**config.mk**
```make
export PLATFORM = sky130hd
export DESIGN_NAME = ssc_top
export DESIGN_NICKNAME = d
export VERILOG_FILES = /design/src/shared/ssc_pkg.sv /design/src/ssc_sync.sv /design/src/ssc_shift.sv /design/src/ssc_top.sv
export SDC_FILE = /design/constraint.sdc
export NUM_CORES = 1
export LEC_CHECK = 0
export BUFFER_PORTS_ARGS = -buffer_cell sky130_fd_sc_hd__clkbuf_2
export CORE_MARGIN = 2
export CORE_UTILIZATION = 60
export CTS_BUF_LIST = sky130_fd_sc_hd__clkbuf_4 sky130_fd_sc_hd__clkbuf_8
export CTS_CLUSTER_DIAMETER = 50
export DETAILED_ROUTE_END_ITERATION = 10
export GPL_ROUTABILITY_DRIVEN = 1
export PLACE_DENSITY_LB_ADDON = 0.25
export SLEW_MARGIN = 5
export SYNTH_ARGS = -nofsm -noshare
export SYNTH_HDL_FRONTEND = slang
export SYNTH_HIERARCHICAL = 1
export SYNTH_SLANG_ARGS = --single-unit
export TNS_END_PERCENT = 1
```
**constraint.sdc**
```tcl
create_clock -name pclk -period 5.4 [get_ports pclk]
set_input_delay 1.08 -clock pclk [delete_from_list [all_inputs] [get_ports pclk]]
set_output_delay 1.08 -clock pclk [all_outputs]
set_load 0.01 [all_outputs]
```
**src/shared/ssc_pkg.sv**
```systemverilog
// constants shared by the serial port status and control block
`default_nettype none

package ssc_pkg;

	// ************************************************************
	// widths
	// ************************************************************
	localparam int unsigned WORD_W = 16;
	localparam int unsigned ADDR_W = 8;
	localparam int unsigned INT_W  = 3;

	// ************************************************************
	// register byte addresses
	// ************************************************************
	localparam logic [7:0] ADDR_STATUS   = 8'h00;
	localparam logic [7:0] ADDR_BUFFER   = 8'h04;
	localparam logic [7:0] ADDR_INT_STAT = 8'h08;
	localparam logic [7:0] ADDR_INT_MASK = 8'h0c;

	// ************************************************************
	// status and control register fields
	// ************************************************************
	localparam int unsigned BIT_PORT_ENABLE  = 15;
	localparam int unsigned BIT_HALT_IN_IDLE = 13;
	localparam int unsigned BIT_RX_OVERFLOW  = 6;
	localparam int unsigned BIT_TX_FULL      = 1;
	localparam int unsigned BIT_RX_FULL      = 0;

	// ************************************************************
	// interrupt status and mask fields
	// ************************************************************
	localparam int unsigned INT_RX_DONE  = 0;
	localparam int unsigned INT_TX_EMPTY = 1;
	localparam int unsigned INT_OVERFLOW = 2;

	// ************************************************************
	// reset values and counts
	// ************************************************************
	localparam logic        RST_FLAG     = 1'b0;
	localparam logic [15:0] RST_WORD     = 16'h0000;
	localparam logic [2:0]  RST_INT      = 3'h0;
	localparam logic [3:0]  RST_BIT_CNT  = 4'h0;
	localparam logic [3:0]  LAST_BIT_CNT = 4'hf;

endpackage : ssc_pkg

`default_nettype wire

```
**src/ssc_sync.sv**
```systemverilog
// two-stage synchroniser for the link pins
`default_nettype none

module ssc_sync (
	// clock and reset
	input  wire logic       pclk,
	input  wire logic       presetn,
	// asynchronous pins and their synchronised copies
	input  wire logic [2:0] pin_in,
	output logic      [2:0] pin_sync
);

	// ************************************************************
	// state
	// ************************************************************
	typedef struct packed {
		logic [2:0] stage1;
		logic [2:0] stage2;
	} ssc_sync_s;

	ssc_sync_s q;
	ssc_sync_s next_q;

	// stage1 feeds stage2 only, never any logic
	always_comb begin
		next_q        = q;
		next_q.stage1 = pin_in;
		next_q.stage2 = q.stage1;
	end

	always_ff @(posedge pclk or negedge presetn) begin
		if (!presetn) begin
			q <= '0;
		end else begin
			q <= next_q;
		end
	end

	assign pin_sync = q.stage2;

endmodule : ssc_sync

`default_nettype wire

```
**src/ssc_shift.sv**
```systemverilog
// slave shift engine, mode 0, msb first, one 16-bit word per 16 clocks
`default_nettype none

module ssc_shift (
	// clock and reset
	input  wire logic        pclk,
	input  wire logic        presetn,
	// control from the register side
	input  wire logic        run,
	input  wire logic [15:0] tx_word,
	// synchronised link
	input  wire logic        sck_s,
	input  wire logic        ss_n_s,
	input  wire logic        sdi_s,
	// events and data
	output logic             load,
	output logic             done,
	output logic      [15:0] rx_word,
	output logic             sdo,
	output logic             sdo_oe
);

	// ************************************************************
	// state
	// ************************************************************
	typedef struct packed {
		logic        sck_d;
		logic        framed;
		logic        reload;
		logic [3:0]  cnt;
		logic [15:0] tx_sr;
		logic [15:0] rx_sr;
		logic        load;
		logic        done;
		logic [15:0] rx_word;
	} ssc_shift_s;

	ssc_shift_s q;
	ssc_shift_s next_q;
	logic       rise;
	logic       fall;

	always_comb begin
		next_q       = q;
		next_q.load  = 1'b0;
		next_q.done  = 1'b0;
		next_q.sck_d = sck_s;
		rise         = sck_s && !q.sck_d;
		fall         = !sck_s && q.sck_d;
		if (!run || ss_n_s) begin
			// a word cut short by deselect or halt is dropped
			next_q.framed = 1'b0;
			next_q.reload = 1'b0;
			next_q.cnt    = ssc_pkg::RST_BIT_CNT;
		end else if (!q.framed) begin
			next_q.framed = 1'b1;
			next_q.tx_sr  = tx_word;
			next_q.load   = 1'b1;
		end else if (rise) begin
			next_q.rx_sr = {q.rx_sr[14:0], sdi_s};
			if (q.cnt == ssc_pkg::LAST_BIT_CNT) begin
				next_q.cnt     = ssc_pkg::RST_BIT_CNT;
				next_q.done    = 1'b1;
				next_q.rx_word = {q.rx_sr[14:0], sdi_s};
				next_q.reload  = 1'b1;
			end else begin
				next_q.cnt = q.cnt + 4'h1;
			end
		end else if (fall) begin
			// the last falling edge of a word brings in the next one
			if (q.reload) begin
				next_q.tx_sr  = tx_word;
				next_q.load   = 1'b1;
				next_q.reload = 1'b0;
			end else begin
				next_q.tx_sr = {q.tx_sr[14:0], 1'b0};
			end
		end
	end

	always_ff @(posedge pclk or negedge presetn) begin
		if (!presetn) begin
			q <= '0;
		end else begin
			q <= next_q;
		end
	end

	assign load    = q.load;
	assign done    = q.done;
	assign rx_word = q.rx_word;
	assign sdo     = q.tx_sr[15];
	assign sdo_oe  = q.framed;

endmodule : ssc_shift

`default_nettype wire

```
**src/ssc_top.sv**
```systemverilog
// serial port status and control: apb registers, buffers, flags, interrupt
//
// Contract
// - enable bit runs port and claims output pin while selected
// - halt bit stops port while device idles
// - word into full receive buffer: drop, overflow
// - cpu buffer write loads transmit, sets full
// - move into shift register clears transmit full
// - word into receive buffer sets receive full
// - cpu buffer read returns word, clears full
// - unused status bits always read zero
`default_nettype none

module ssc_top (
	// clock and reset
	input  wire logic        pclk,
	input  wire logic        presetn,
	// apb slave
	input  wire logic        psel,
	input  wire logic        penable,
	input  wire logic        pwrite,
	input  wire logic [7:0]  paddr,
	input  wire logic [31:0] pwdata,
	output logic      [31:0] prdata,
	output logic             pready,
	output logic             pslverr,
	// power state
	input  wire logic        device_idle,
	// serial link pins
	input  wire logic        serial_clock_pin,
	input  wire logic        slave_select_pin_n,
	input  wire logic        serial_in_pin,
	output logic             serial_out_pin,
	output logic             serial_out_oe,
	// interrupt
	output logic             irq
);

	// ************************************************************
	// state
	// ************************************************************
	typedef struct packed {
		logic        port_enable;
		logic        halt_in_idle;
		logic        rx_overflow_flag;
		logic        tx_buffer_full;
		logic        rx_buffer_full;
		logic [15:0] transmit_holding_buffer;
		logic [15:0] receive_holding_buffer;
		logic [2:0]  int_status;
		logic [2:0]  int_mask;
		logic        pready;
		logic        pslverr;
		logic [31:0] prdata;
		logic        irq;
		logic        sdo;
		logic        sdo_oe;
	} ssc_top_s;

	ssc_top_s    q;
	ssc_top_s    next_q;

	logic [2:0]  pin_sync;
	logic        run;
	logic [15:0] tx_word;
	logic        eng_load;
	logic        eng_done;
	logic [15:0] eng_rx_word;
	logic        eng_sdo;
	logic        eng_sdo_oe;

	logic        access;
	logic        commit;
	logic        wr;
	logic        rd;
	logic        mapped;
	logic [31:0] rdata;
	logic        link_sck;
	logic        link_ss_n;
	logic        link_sdi;

	logic        sel_status;
	logic        sel_buffer;
	logic        sel_int_stat;
	logic        sel_int_mask;
	logic        buf_rd;
	logic        buf_wr;
	logic        ctl_wr;
	logic        rx_store;
	logic        rx_drop;
	logic [2:0]  int_set;

	// ************************************************************
	// helpers
	// ************************************************************
	function automatic logic hit(input logic [7:0] a, input logic [7:0] reg_addr);
		hit = (a == reg_addr);
	endfunction : hit

	function automatic logic [31:0] half_word(input logic [15:0] v);
		half_word = {16'h0000, v};
	endfunction : half_word

	function automatic logic [31:0] event_word(input logic [2:0] v);
		event_word = {29'h0000_0000, v};
	endfunction : event_word

	function automatic logic [31:0] status_word(input ssc_top_s s);
		logic [31:0] w;
		w                             = 32'h0000_0000;
		w[ssc_pkg::BIT_PORT_ENABLE]   = s.port_enable;
		w[ssc_pkg::BIT_HALT_IN_IDLE]  = s.halt_in_idle;
		w[ssc_pkg::BIT_RX_OVERFLOW]   = s.rx_overflow_flag;
		w[ssc_pkg::BIT_TX_FULL]       = s.tx_buffer_full;
		w[ssc_pkg::BIT_RX_FULL]       = s.rx_buffer_full;
		status_word                   = w;
	endfunction : status_word

	// ************************************************************
	// link pins into the clock domain
	// ************************************************************
	ssc_sync u_sync (
		.pclk     (pclk),
		.presetn  (presetn),
		.pin_in   ({serial_clock_pin, slave_select_pin_n, serial_in_pin}),
		.pin_sync (pin_sync)
	);

	assign link_sck  = pin_sync[2];
	assign link_ss_n = pin_sync[1];
	assign link_sdi  = pin_sync[0];

	// ************************************************************
	// shift engine
	// ************************************************************
	// idle only halts the port when the halt bit asks for it
	assign run     = q.port_enable && !(q.halt_in_idle && device_idle);
	// an empty transmit buffer sends zeros rather than stale data
	assign tx_word = q.tx_buffer_full ? q.transmit_holding_buffer : ssc_pkg::RST_WORD;

	ssc_shift u_shift (
		.pclk    (pclk),
		.presetn (presetn),
		.run     (run),
		.tx_word (tx_word),
		.sck_s   (link_sck),
		.ss_n_s  (link_ss_n),
		.sdi_s   (link_sdi),
		.load    (eng_load),
		.done    (eng_done),
		.rx_word (eng_rx_word),
		.sdo     (eng_sdo),
		.sdo_oe  (eng_sdo_oe)
	);

	// ************************************************************
	// bus decode
	// ************************************************************
	always_comb begin
		access = psel && penable;
		commit = access && q.pready;
		wr     = commit && pwrite;
		rd     = commit && !pwrite;
		mapped = sel_status || sel_buffer || sel_int_stat || sel_int_mask;
		rdata  = 32'h0000_0000;
		if (sel_status) begin
			rdata = status_word(q);
		end else if (sel_buffer) begin
			rdata = half_word(q.receive_holding_buffer);
		end else if (sel_int_stat) begin
			rdata = event_word(q.int_status);
		end else if (sel_int_mask) begin
			rdata = event_word(q.int_mask);
		end
	end

	// ************************************************************
	// register selects and events
	// ************************************************************
	always_comb begin
		sel_status   = hit(paddr, ssc_pkg::ADDR_STATUS);
		sel_buffer   = hit(paddr, ssc_pkg::ADDR_BUFFER);
		sel_int_stat = hit(paddr, ssc_pkg::ADDR_INT_STAT);
		sel_int_mask = hit(paddr, ssc_pkg::ADDR_INT_MASK);
		buf_rd       = rd && sel_buffer;
		buf_wr       = wr && sel_buffer;
		ctl_wr       = wr && sel_status;
		// a read in this same cycle frees the buffer in time
		rx_drop      = eng_done && q.rx_buffer_full && !buf_rd;
		rx_store     = eng_done && !rx_drop;
		int_set                        = ssc_pkg::RST_INT;
		int_set[ssc_pkg::INT_RX_DONE]  = rx_store;
		int_set[ssc_pkg::INT_TX_EMPTY] = eng_load;
		int_set[ssc_pkg::INT_OVERFLOW] = rx_drop;
	end

	// ************************************************************
	// next state
	// ************************************************************
	// hardware clears go first and cpu sets after, then hardware
	// sets after cpu clears, so a set never loses to a clear
	always_comb begin
		next_q         = q;

		// bus answer, one cycle into the access phase
		next_q.pready  = access && !q.pready;
		next_q.prdata  = 32'h0000_0000;
		next_q.pslverr = 1'b0;
		if (access && !q.pready) begin
			next_q.prdata  = pwrite ? 32'h0000_0000 : rdata;
			next_q.pslverr = !mapped;
		end

		// transmit buffer handed to the shift register
		if (eng_load) begin
			next_q.tx_buffer_full                 = 1'b0;
		end

		// cpu read of the buffer empties the receive side
		if (buf_rd) begin
			next_q.rx_buffer_full = 1'b0;
		end

		// cpu writes
		if (ctl_wr) begin
			next_q.port_enable  = pwdata[ssc_pkg::BIT_PORT_ENABLE];
			next_q.halt_in_idle = pwdata[ssc_pkg::BIT_HALT_IN_IDLE];
			// writing one leaves overflow alone, only zero clears it
			if (!pwdata[ssc_pkg::BIT_RX_OVERFLOW]) begin
				next_q.rx_overflow_flag = 1'b0;
			end
		end
		if (buf_wr) begin
			next_q.transmit_holding_buffer = pwdata[15:0];
			next_q.tx_buffer_full          = 1'b1;
		end
		if (wr && sel_int_stat) begin
			next_q.int_status = q.int_status & ~pwdata[2:0];
		end
		if (wr && sel_int_mask) begin
			next_q.int_mask = pwdata[2:0];
		end

		// hardware events come after the cpu clears, so a set wins
		next_q.int_status = next_q.int_status | int_set;
		if (rx_drop) begin
			next_q.rx_overflow_flag = 1'b1;
		end
		if (rx_store) begin
			next_q.receive_holding_buffer = eng_rx_word;
			next_q.rx_buffer_full         = 1'b1;
		end

		// interrupt level and pin outputs, all registered
		next_q.irq    = |(next_q.int_status & next_q.int_mask);
		next_q.sdo    = eng_sdo;
		next_q.sdo_oe = eng_sdo_oe && run;
	end

	// ************************************************************
	// registers
	// ************************************************************
	always_ff @(posedge pclk or negedge presetn) begin
		if (!presetn) begin
			q.port_enable             <= ssc_pkg::RST_FLAG;
			q.halt_in_idle            <= ssc_pkg::RST_FLAG;
			q.rx_overflow_flag        <= ssc_pkg::RST_FLAG;
			q.tx_buffer_full          <= ssc_pkg::RST_FLAG;
			q.rx_buffer_full          <= ssc_pkg::RST_FLAG;
			q.transmit_holding_buffer <= ssc_pkg::RST_WORD;
			q.receive_holding_buffer  <= ssc_pkg::RST_WORD;
			q.int_status              <= ssc_pkg::RST_INT;
			q.int_mask                <= ssc_pkg::RST_INT;
			q.pready                  <= 1'b0;
			q.pslverr                 <= 1'b0;
			q.prdata                  <= 32'h0000_0000;
			q.irq                     <= 1'b0;
			q.sdo                     <= 1'b0;
			q.sdo_oe                  <= 1'b0;
		end else begin
			q <= next_q;
		end
	end

	// ************************************************************
	// outputs
	// ************************************************************
	assign prdata         = q.prdata;
	assign pready         = q.pready;
	assign pslverr        = q.pslverr;
	assign serial_out_pin = q.sdo;
	assign serial_out_oe  = q.sdo_oe;
	assign irq            = q.irq;

endmodule : ssc_top

`default_nettype wire

```
==> impl_summary.log, run 1 <==
INFO  metric outcome = finished clean
INFO  metric yosysWarnings = 6
INFO  metric min-delay-path-class = reg -> reg
INFO  metric fmaxAchievable = 0.3652 GHz
INFO  metric detailroute.via_count = between 3000 and 4000
INFO  metric final_min_period_over_clock_period = 0.5071
INFO  metric finalWeightedCongestion = approximately 0.83
INFO  metric synth-async-reset-ratio = 1.000
INFO  metric synthMostInstantiatedCell = dfrtp_1
INFO  metric synth_top_flop_cell = dfrtp_1
INFO  metric setup_violations = 0
INFO  metric synth_edf_count = 0
INFO  metric worstReg2RegEnd = u_shift/q[37]$_DFFE_PN0P_
INFO  metric crit_fanout = 16
INFO  metric h-tree-depth = 4
INFO  metric port_buffers = 53
INFO  metric avgRoutedWirePerCell = 15.25 µm
INFO  metric worst-endpoint-arrival = 3040 ps
INFO  metric critical_path_class = in -> reg
INFO  metric ctsHoldBuffers = 0
INFO  metric worstMarginPinSlew = between 1000 and 1500 ps
INFO  metric critical_path_required = 5700 ps
INFO  metric worst_clock_skew = 10.82 ps
INFO  metric fp.dieArea = about 10000 µm²
INFO  metric final_hold_viol_count = 0
INFO  metric kind_of_cell_with_the_highest_combined_delay_on_the_critical_path = compound AO/OA/AOI/OAI gates
INFO  metric timing.hold.worst_endpoint = u_sync/pin_sync[1]$_DFF_PN0_
INFO  metric rrSetupSlack = approximately 3000 ps
INFO  metric slew_violations = 0
INFO  metric post-synth-top-area-cell = dfrtp_1
INFO  metric drt_pre_antenna_iters = 6
INFO  metric post_cts_resized = 0
INFO  metric floorplan.io_pins = 86
INFO  metric grt_first_pass_wirelength = 14740 µm
INFO  metric post_layout_nonfiller_instances = roughly 590
INFO  metric clkSlewWorstSetupHoldPaths = ~70 ps
INFO  metric fp.dieW = 101.4 µm
INFO  metric max-clock-path-buffers = 2
INFO  metric worstReg2RegStart = q[79]$_DFFE_PN0P_
INFO  metric crit_slowest_cell = a21oi_2
INFO  metric placement_rows = 35
INFO  metric holdPathStages = 0
INFO  metric synth_cells = around 420
INFO  metric totalWireLength = just under 9000 µm
INFO  metric synth.distinct_cells = between 40 and 50
INFO  metric totalNegativeSetupSlack = 0 ps
INFO  metric slew_limit_headroom = 0.2137
INFO  metric die_y = a little over 100 µm
INFO  metric detail_route.vias_per_cell = ~5.2
INFO  metric rr_worst_depth = 4
INFO  metric floorplan.core_area = a little over 9000 µm²
INFO  metric crit_buf_inv = 1
INFO  metric layout.filler_cells = just under 700
INFO  metric post-route-drc-count = 0
INFO  metric layout.nets = approximately 500
INFO  metric yosysTopAreaCellShare = 0.5543
INFO  metric clock-root-buffer = clkbuf_8
INFO  metric avg_inst_size_synth = between 10 and 15 µm²
INFO  metric power.ir.vdd_worst = roughly 0.16 mV
INFO  metric detailedPlacementHpwl = ~5900 µm
INFO  metric initial_utilization = 0.6156
INFO  metric dp_cells = approximately 550
INFO  metric first_global_vias = 3020
INFO  metric ys_seq_elements = about 130
INFO  metric cp-start-kind = input port
INFO  metric postRouteAntennaNets = 0
INFO  metric groute.usage.overall = 0.1911
INFO  metric timing.critical_path.cells = clkbuf_2, a21boi_0, nand2b_4, a21oi_2, mux2_2
INFO  metric clkSinkCount = approximately 130
INFO  metric synthesis.area = 5688 µm²
INFO  metric tritoncts = done
INFO  metric critPathCaptureType = flop
INFO  metric maximum_number_of_pins_on_one_net_before_global_route_repair = 54
INFO  metric timing.hold.worst.start = u_sync/next_q[1]$_DFF_PN0_
INFO  metric drtIter0Drc = approximately 130
INFO  metric power_density = around 300 nW/µm²
INFO  metric overflow = 0
INFO  metric total_leakage_power = around 3.1 nW
INFO  metric post-cts-setup-buffers = 0
INFO  metric sequential_element_share_of_the_synthesized_area = 0.5543
INFO  metric finalCriticalPeriod = approximately 2700 ps
INFO  metric setup_repair_after_global_routing_missed_its_margin = false
INFO  metric slowest_delay = around 870 ps
INFO  metric maxCapViolCount = 0
INFO  metric cts-buffers-inserted = 17
INFO  metric synth_area_leaders = dfrtp_1 (55%), mux2_2 (14%), mux2_4 (7.1%)
INFO  metric grt_antenna_before_repair = 0
INFO  metric layout-drive-gt1-share = 0.4311
INFO  metric num_antenna_cells = 0
INFO  metric area.growth.synth_to_final = 7.347%
INFO  metric worst_skew_late_latency = about 430 ps
INFO  metric synth_common_cells = dfrtp_1 (126), mux2_2 (69), buf_4 (51)
## flip-flops by register name, indices dropped and copies added (netlist names), 3 cells and up
signal	count
u_shift/rx_word	16
u_sync/next_q	3
prdata	16
u_sync/pin_sync	3
q	43
u_shift/q	36
## cell type report
| cell class | count | area (µm²) | area share |
|---|---|---|---|
| sequential | 126 | 3153 | 0.5164 |
| multi-input combinational | 235 | 2061 | 0.3375 |
| timing repair buffer | 55 | 282.8 | 0.04631 |
| clock buffer | 19 | 249.0 | 0.04078 |
| clock inverter | 13 | 165.2 | 0.02705 |
| tap | 129 | 161.4 | 0.02643 |
| inverter | 9 | 33.78 | 0.005533 |
## logic make-up (layout without fill, tap and decap cells)
logic type | Yosys count | after routing | share of synthesized area
AO/OA/AOI/OAI | 23 | 23 | 0.02618
XOR/XNOR | 1 | 1 | 0.001540
adder cells (fa/ha/maj) | 4 | 4 | 0.008799
buffers and inverters | 71 | 96 | 0.09327
flip-flops | 126 | 126 | 0.5543
multiplexers | 103 | 103 | 0.2202
other | 1 | 16 | 0.0006593
AND/OR/NAND/NOR | 88 | 88 | 0.09503
## cell usage in the layout, fill, tap and decap left out, types with 6 or more instances in the layout
master / n
mux2i_1: 7
nand2_1: 19
inv_1: 8
nor2_1: 6
conb_1: 16
clkbuf_8: 17
nand3_1: 6
a21oi_1: 6
and2_1: 27
o21ai_0: 7
dfrtp_1: 126
clkbuf_2: 52
mux2_4: 27
mux2_2: 69
## routing by layer
layer	part of all wire	vias to the layer above	routed length (µm)	global-route usage
met1	0.46	1528	4149	0.2472
met3	0.043	12	388	0.07315
met2	0.48	79	4268	0.2980
li1	-	1415	-	-
met4	0.015	0	130	0.06653
met5	0	-	0	0
## metrics by stage
stage               power (mW)    util  setup WS (ps)  area [µm²]  hold slack, ps
CTS                      1.866  0.6608           2645        6106           353.2
global placement         1.025  0.6160           2249        5692           334.3
floorplan               0.9972       -           2792        5744           331.2
finish                   1.846  0.6608           2661        6106           351.0
detailed placement       1.027  0.6160           2228        5692           337.2
global route             1.917  0.6608           2530        6106           370.6
## report_power, final
part	leakage, nW	total (mW)	internal [mW]	switching, mW
combinational	1.22	0.0555	0.0170	0.0386
sequential	1.72	0.952	0.948	0.00395
clock	0.200	0.839	0.469	0.370
## how the worst max path moves through the flow
stage,to,cells past startpoint,start
2_1_floorplan,irq$_DFF_PN0_,5,paddr[1]
3_3_place_gp,q[53]$_DFFE_PN0P_,5,paddr[2]
3_5_place_dp,q[54]$_DFFE_PN0P_,5,paddr[1]
4_1_cts,u_shift/q[35]$_DFFE_PN0P_,5,device_idle
5_1_grt,q[56]$_DFFE_PN0P_,5,paddr[2]
6_report,u_shift/q[37]$_DFFE_PN0P_,5,device_idle
Power figures use the tool's default switching activity.
==> inputs of run 2 (changes only) <==
Settings changed: CORE_UTILIZATION 60 to 59.
Clock period 5.4 ns to 2.7 ns, I/O delays scaled along.
==> impl_summary.log, run 2 (synthesis gave the netlist of run 1 again) <==
INFO  metric worst_skew_late_latency = 430 ps (about the same)
INFO  metric max-clock-path-buffers = 2 (unchanged)
INFO  metric area.growth.synth_to_final = 8.227%
INFO  metric slowest_delay = 410 ps (-460 ps)
INFO  metric finalWorstSetupSlack = 735.2 ps (-1926 ps)
INFO  metric port_buffers = 53 (unchanged)
INFO  metric total_leakage_power = 3.175 nW (+1.3%)
INFO  metric timing.critical_path.cells = a21boi_0, nand2b_4, nor3_4, buf_4, mux2_2
INFO  metric rr_worst_depth = 5 (+1)
INFO  metric floorplan.io_pins = 86 (unchanged)
INFO  metric max_flop_register = q
INFO  metric clock-root-buffer = clkbuf_8
INFO  metric detailedPlacementHpwl = 6048 µm (+1.6%)
INFO  metric critical_path_required = 3020 ps (-2680 ps)
INFO  metric totalWireLength = 9080 µm (+1.6%)
INFO  metric rrSetupSlack = 740 ps (-2250 ps)
INFO  metric maxCapViolCount = 0 (unchanged)
INFO  metric power.ir.vdd_worst = 0.4100 mV (+160%)
INFO  metric cp-start-kind = flop
INFO  metric critPathCaptureType = flop
INFO  metric min-delay-path-class = in -> async
INFO  metric power_density = 606.5 nW/µm² (+100%)
INFO  metric crit_slowest_cell = a21boi_0
INFO  metric cts-buffers-inserted = 17 (unchanged)
INFO  metric fp.dieArea = 10440 µm² (+1.6%)
INFO  metric fp.dieW = 102.2 µm (+0.81%)
INFO  metric largest_register_ffs = 43 (unchanged)
INFO  metric post-route-drc-count = 0 (unchanged)
INFO  metric detailroute.via_count = 3094 (+2.0%)
INFO  metric tritoncts = done
INFO  metric worstMarginPinSlew = 527.1 ps (-652.3 ps)
INFO  metric initial_utilization = 0.6127 (-0.002904)
INFO  metric first_global_vias = 3137 (+3.9%)
INFO  metric postRouteAntennaNets = 0 (unchanged)
INFO  metric drt_pre_antenna_iters = 4 (-2)
INFO  metric final_hold_viol_count = 0 (unchanged)
INFO  metric finalCriticalPeriod = ~2000 ps
INFO  metric overflow = 0 (unchanged)
INFO  metric worst_clock_skew = 10.39 ps (-0.4254 ps)
INFO  metric pre_cts_ws = 303.4 ps (-1925 ps)
INFO  metric detail_route.vias_per_cell = 5.244 (+1.3%)
INFO  metric drtIter0Drc = 115 (-14%)
INFO  metric slew_violations = 0 (unchanged)
INFO  metric post_layout_nonfiller_instances = 590 (+0.68%)
INFO  metric clkSinkCount = 126 (unchanged)
INFO  metric setup_repair_after_global_routing_missed_its_margin = false
INFO  metric fmaxAchievable = 0.5090 GHz
INFO  metric die_y = 102.2 µm (+0.81%)
INFO  metric maximum_number_of_pins_on_one_net_before_global_route_repair = 61 (+13%)
INFO  metric layout_common_cells = dfrtp_1 (126), mux2_2 (69), clkbuf_2 (52), and2_1 (27), mux2_4 (27)
INFO  metric total_power = 3.733 mW (+100%)
INFO  metric finalWeightedCongestion = 0.8043 (-3.0%)
INFO  metric floorplan.core_area = 9284 µm² (+0.47%)
INFO  metric critical_path_class = reg -> reg
INFO  metric reg.largest.list = q: 43 flops, u_shift/q: 36 flops
INFO  metric slew_limit_headroom = 0.6486 (+0.4348)
INFO  metric post-cts-setup-buffers = 0 (unchanged)
INFO  metric avgRoutedWirePerCell = 15.39 µm (+0.91%)
INFO  metric clkSlewWorstSetupHoldPaths = 80 ps (about the same)
INFO  metric dp_cells = 558 (+0.72%)
INFO  metric layout-drive-gt1-share = 0.4360 (+0.004936)
INFO  metric outcome = finished clean
INFO  metric ctsHoldBuffers = 0 (unchanged)
INFO  metric worst-endpoint-arrival = 2280 ps (-760 ps)
INFO  metric final_min_period_over_clock_period = 0.7277
INFO  metric layout.filler_cells = 702 (+4.2%)
INFO  metric h-tree-depth = 4 (unchanged)
INFO  metric crit_fanout = 17 (+1)
INFO  metric num_antenna_cells = 0 (unchanged)
INFO  metric grt_first_pass_wirelength = 15120 µm (+2.6%)
INFO  metric mostFrequentLayoutCell = dfrtp_1
INFO  metric groute.usage.overall = 0.1923 (+0.001188)
INFO  metric setup_violations = 0 (unchanged)
INFO  metric grt_antenna_before_repair = 0 (unchanged)
INFO  metric post_cts_resized = 0 (unchanged)
INFO  metric layout.nets = 501 (+0.80%)
INFO  metric placement_rows = 35 (unchanged)
INFO  metric totalNegativeSetupSlack = 0 ps (unchanged)
[run 2: changes by cell type in the layout (fill, tap and decap cells not counted)]
cell / delta
buf_12: +1
buf_4: +3
clkinv_4: +4
clkinvlp_4: -4
inv_6: +2
clkbuf_4: -2
[run 2: worst paths after layout]
path                                            start                        endpoint
max                                 q[79]$_DFFE_PN0P_  u_shift/rx_word[9]$_DFFE_PN0P_
min                                           presetn               q[68]$_DFFE_PN0P_
max reg2reg                         q[79]$_DFFE_PN0P_  u_shift/rx_word[9]$_DFFE_PN0P_
min in group pclk                    serial_clock_pin      u_sync/next_q[2]$_DFF_PN0_
max in group asynchronous                     presetn             prdata[4]$_DFF_PN0_
min reg2reg                u_sync/next_q[1]$_DFF_PN0_    u_sync/pin_sync[1]$_DFF_PN0_
[run 2: power by group]
part           switching, mW  internal [mW]  leakage, nW
sequential           0.00761           1.90         1.72
clock                  0.787          0.929        0.215
combinational         0.0778         0.0361         1.24
[run 2: per-stage QoR]
step,utilization,hold slack [ps],cell area [µm²]
2_1_floorplan,-,244.4,5744
3_3_place_gp,0.6177,333.1,5734
3_5_place_dp,0.6177,340.3,5734
4_1_cts,0.6631,80.10,6156
5_1_grt,0.6631,100.5,6156
6_report,0.6631,76.91,6156
[run 2: per-layer routing]
metal / vias up / global-route usage / wire length, µm
met2: 100 / 0.3016 / 4376
met4: 0 / 0.08205 / 140
li1: 1432 / - / -
met1: 1550 / 0.2503 / 4116
met3: 12 / 0.05951 / 447
met5: - / 0 / 0
[run 2: critical path: cells and delay by family, from the launching register on]
family | cells | cell delay, ps
flops | 1 | 380
simple gates | 2 | 380
buf+inv | 1 | 310
compound gates | 1 | 410
mux | 1 | 380
[run 2: area by class of cell]
type | count | area, µm² | share of cell area
clock buffers | 17 | 234.0 | 0.03801
clock inverters | 15 | 187.7 | 0.03049
inverters | 9 | 33.78 | 0.005488
multi-input cells | 235 | 2061 | 0.3348
flip-flops and latches | 126 | 3153 | 0.5122
well taps | 129 | 161.4 | 0.02622
repair buffers | 59 | 325.3 | 0.05285
==> inputs of run 3 (changes only) <==
Clock period 2.7 ns to 1.9 ns, I/O delays scaled along.
==> impl_summary.log, run 3 (synthesis gave the netlist of run 1 again) <==
INFO  metric detailroute.via_count = 3129 (+1.1%)
INFO  metric floorplan.io_pins = 86 (unchanged)
INFO  metric worst_clock_skew = 15.85 ps (+5.459 ps)
INFO  metric placement_rows = 35 (unchanged)
INFO  metric overflow = 0 (unchanged)
INFO  metric clkSlewWorstSetupHoldPaths = 90 ps (about the same)
INFO  metric port_buffers = 53 (unchanged)
INFO  metric dp_cells = 571 (+2.3%)
INFO  metric post_layout_nonfiller_instances = 604 (+2.4%)
INFO  metric reg.largest.list = q: 43 flops, u_shift/q: 36 flops
INFO  metric fp.dieW = 102.2 µm (unchanged)
INFO  metric internal-power = 3.862 mW (+35%)
INFO  metric worst_skew_late_latency = 440 ps (about the same)
INFO  metric finalWeightedCongestion = 0.9091 (+13%)
INFO  metric timing.critical_path.cells = and3_1, nand2_1, or4_1, a21o_1, a221o_1
INFO  metric seq_power_share = 0.516 (+0.006)
INFO  metric avgRoutedWirePerCell = 15.67 µm (+1.8%)
INFO  metric grt_antenna_before_repair = 0 (unchanged)
INFO  metric mostFrequentLayoutCell = dfrtp_1
INFO  metric die_y = 102.2 µm (unchanged)
INFO  metric maxCapViolCount = 0 (unchanged)
INFO  metric critPathCaptureType = flop
INFO  metric power_frac_comb = 0.033 (+0.003)
INFO  metric fmaxAchievable = 0.5493 GHz (+7.9%)
INFO  metric area.growth.synth_to_final = 10.69%
INFO  metric totalWireLength = 9462 µm (+4.2%)
INFO  metric final_min_period_over_clock_period = 0.9582 (+0.2305)
INFO  metric maximum_number_of_pins_on_one_net_before_global_route_repair = 35 (-43%)
INFO  metric layout-drive-gt1-share = 0.4505 (+0.01452)
INFO  metric floorplan.core_area = 9284 µm² (unchanged)
INFO  metric worst-endpoint-arrival = 2140 ps (-140 ps)
INFO  metric layout_common_cells = dfrtp_1 (126), mux2_2 (69), clkbuf_2 (52), and2_1 (27), mux2_4 (27)
INFO  metric power.clock.fraction = 0.450 (-0.010)
INFO  metric final_hold_viol_count = 0 (unchanged)
INFO  metric postRouteAntennaNets = 0 (unchanged)
INFO  metric max-clock-path-buffers = 2 (unchanged)
INFO  metric drt_pre_antenna_iters = 4 (unchanged)
INFO  metric initial_utilization = 0.6127 (unchanged)
INFO  metric fp.dieArea = 10440 µm² (unchanged)
INFO  metric min-delay-path-class = in -> reg
INFO  metric num_antenna_cells = 0 (unchanged)
INFO  metric slew_violations = 0 (unchanged)
INFO  metric post_cts_resized = 0 (unchanged)
INFO  metric outcome = finished clean
INFO  metric largest_register_ffs = 43 (unchanged)
INFO  metric layout.nets = 515 (+2.8%)
INFO  metric cp-start-kind = flop
INFO  metric first_global_vias = 3213 (+2.4%)
INFO  metric crit_buf_inv = 0 (-1)
INFO  metric power_density = 831.3 nW/µm² (+37%)
INFO  metric grt_first_pass_wirelength = 15630 µm (+3.4%)
INFO  metric setup_violations = 0 (unchanged)
INFO  metric slowest_delay = 490 ps (+80 ps)
INFO  metric kind_of_cell_with_the_highest_combined_delay_on_the_critical_path = simple AND/OR/NAND/NOR gates
INFO  metric layout.filler_cells = 696 (-0.85%)
INFO  metric tritoncts = done
INFO  metric critical_path_required = 2220 ps (-800 ps)
INFO  metric h-tree-depth = 4 (unchanged)
INFO  metric setup_repair_after_global_routing_missed_its_margin = false
INFO  metric finalCriticalPeriod = 1821 ps (-144.2 ps)
INFO  metric finalWorstSetupSlack = 79.36 ps (-655.8 ps)
INFO  metric drtIter0Drc = 134 (+17%)
INFO  metric cts-buffers-inserted = 17 (unchanged)
INFO  metric groute.usage.overall = 0.1984 (+0.006132)
INFO  metric total_leakage_power = 3.242 nW (+2.1%)
INFO  metric clock-root-buffer = clkbuf_8
INFO  metric critical_path_class = reg -> reg
INFO  metric detail_route.vias_per_cell = 5.180 (-1.2%)
INFO  metric post-route-drc-count = 0 (unchanged)
INFO  metric max_flop_register = q
INFO  metric crit_slowest_cell = or4_1
INFO  metric detailedPlacementHpwl = 6421 µm (+6.2%)
INFO  metric sw_frac_of_total = 0.2621 (+0.02844)
INFO  metric total_switching_power = 1.372 mW (+57%)
INFO  metric post-cts-setup-buffers = 0 (unchanged)
INFO  metric pre_cts_ws = -249.3 ps (-552.8 ps)
INFO  metric clkSinkCount = 126 (unchanged)
INFO  metric crit_fanout = 5 (-12)
INFO  metric power.ir.vdd_worst = 0.4585 mV (+12%)
run 3: routing by layer:
layer / GRT usage / vias up / routed length [µm]
met5: 0 / - / 0
met4: 0.06769 / 0 / 61
met3: 0.05951 / 7 / 442
met2: 0.3148 / 82 / 4645
met1: 0.2638 / 1582 / 4313
li1: - / 1458 / -
run 3: final cells by class:
cell class	count	area, µm²	share of cell area
sequential	126	3153	0.5008
multi-input combinational	235	2061	0.3273
timing repair buffer	73	483.0	0.07671
clock buffer	17	234.0	0.03716
clock inverter	15	170.2	0.02703
tap	129	161.4	0.02564
inverter	9	33.78	0.005366
run 3: power by group through the flow:
stage | logic (mW) | registers, mW | clock network [mW]
after global routing | 0.201 | 2.71 | 2.51
after CTS | 0.180 | 2.70 | 2.41
after detailed placement | 0.177 | 2.76 | 0
final | 0.175 | 2.70 | 2.36
after global placement | 0.172 | 2.76 | 0
after floorplan | 0.0797 | 2.75 | 0
run 3: worst paths after layout:
| kind | from | end | slack (ps) | cells past startpoint |
|---|---|---|---|---|
| max in group asynchronous | presetn | q[40]$_DFF_PN0_ | 770 | 3 |
| worst max-delay path | pready$_DFF_PN0_ | irq$_DFF_PN0_ | 80 | 5 |
| worst max register to register | pready$_DFF_PN0_ | irq$_DFF_PN0_ | 80 | 5 |
| worst min-delay path | serial_in_pin | u_sync/next_q[0]$_DFF_PN0_ | 50 | 1 |
| min in group asynchronous | presetn | q[39]$_DFF_PN0_ | 420 | 2 |
| worst min register to register | u_sync/next_q[1]$_DFF_PN0_ | u_sync/pin_sync[1]$_DFF_PN0_ | 350 | 0 |
run 3: metrics by stage:
step | setup TNS, ps | util | hold slack (ps) | power (mW) | cell area [µm²]
after CTS | 0 | 0.6782 | 26.90 | 5.291 | 6296
after global placement | -3836 | 0.6336 | 334.1 | 2.928 | 5882
after floorplan | 0 | - | 84.41 | 2.834 | 5744
after global routing | 0 | 0.6782 | 21.96 | 5.422 | 6296
after detailed placement | -6248 | 0.6336 | 334.7 | 2.934 | 5882
final | 0 | 0.6782 | 47.15 | 5.234 | 6296
run 3: timing repair:
item | 4_1_cts | 5_1_grt
endpoints found under the hold margin | 28 | 0
setup endpoints to repair | 0 | 0
hold buffers | 1 | 0
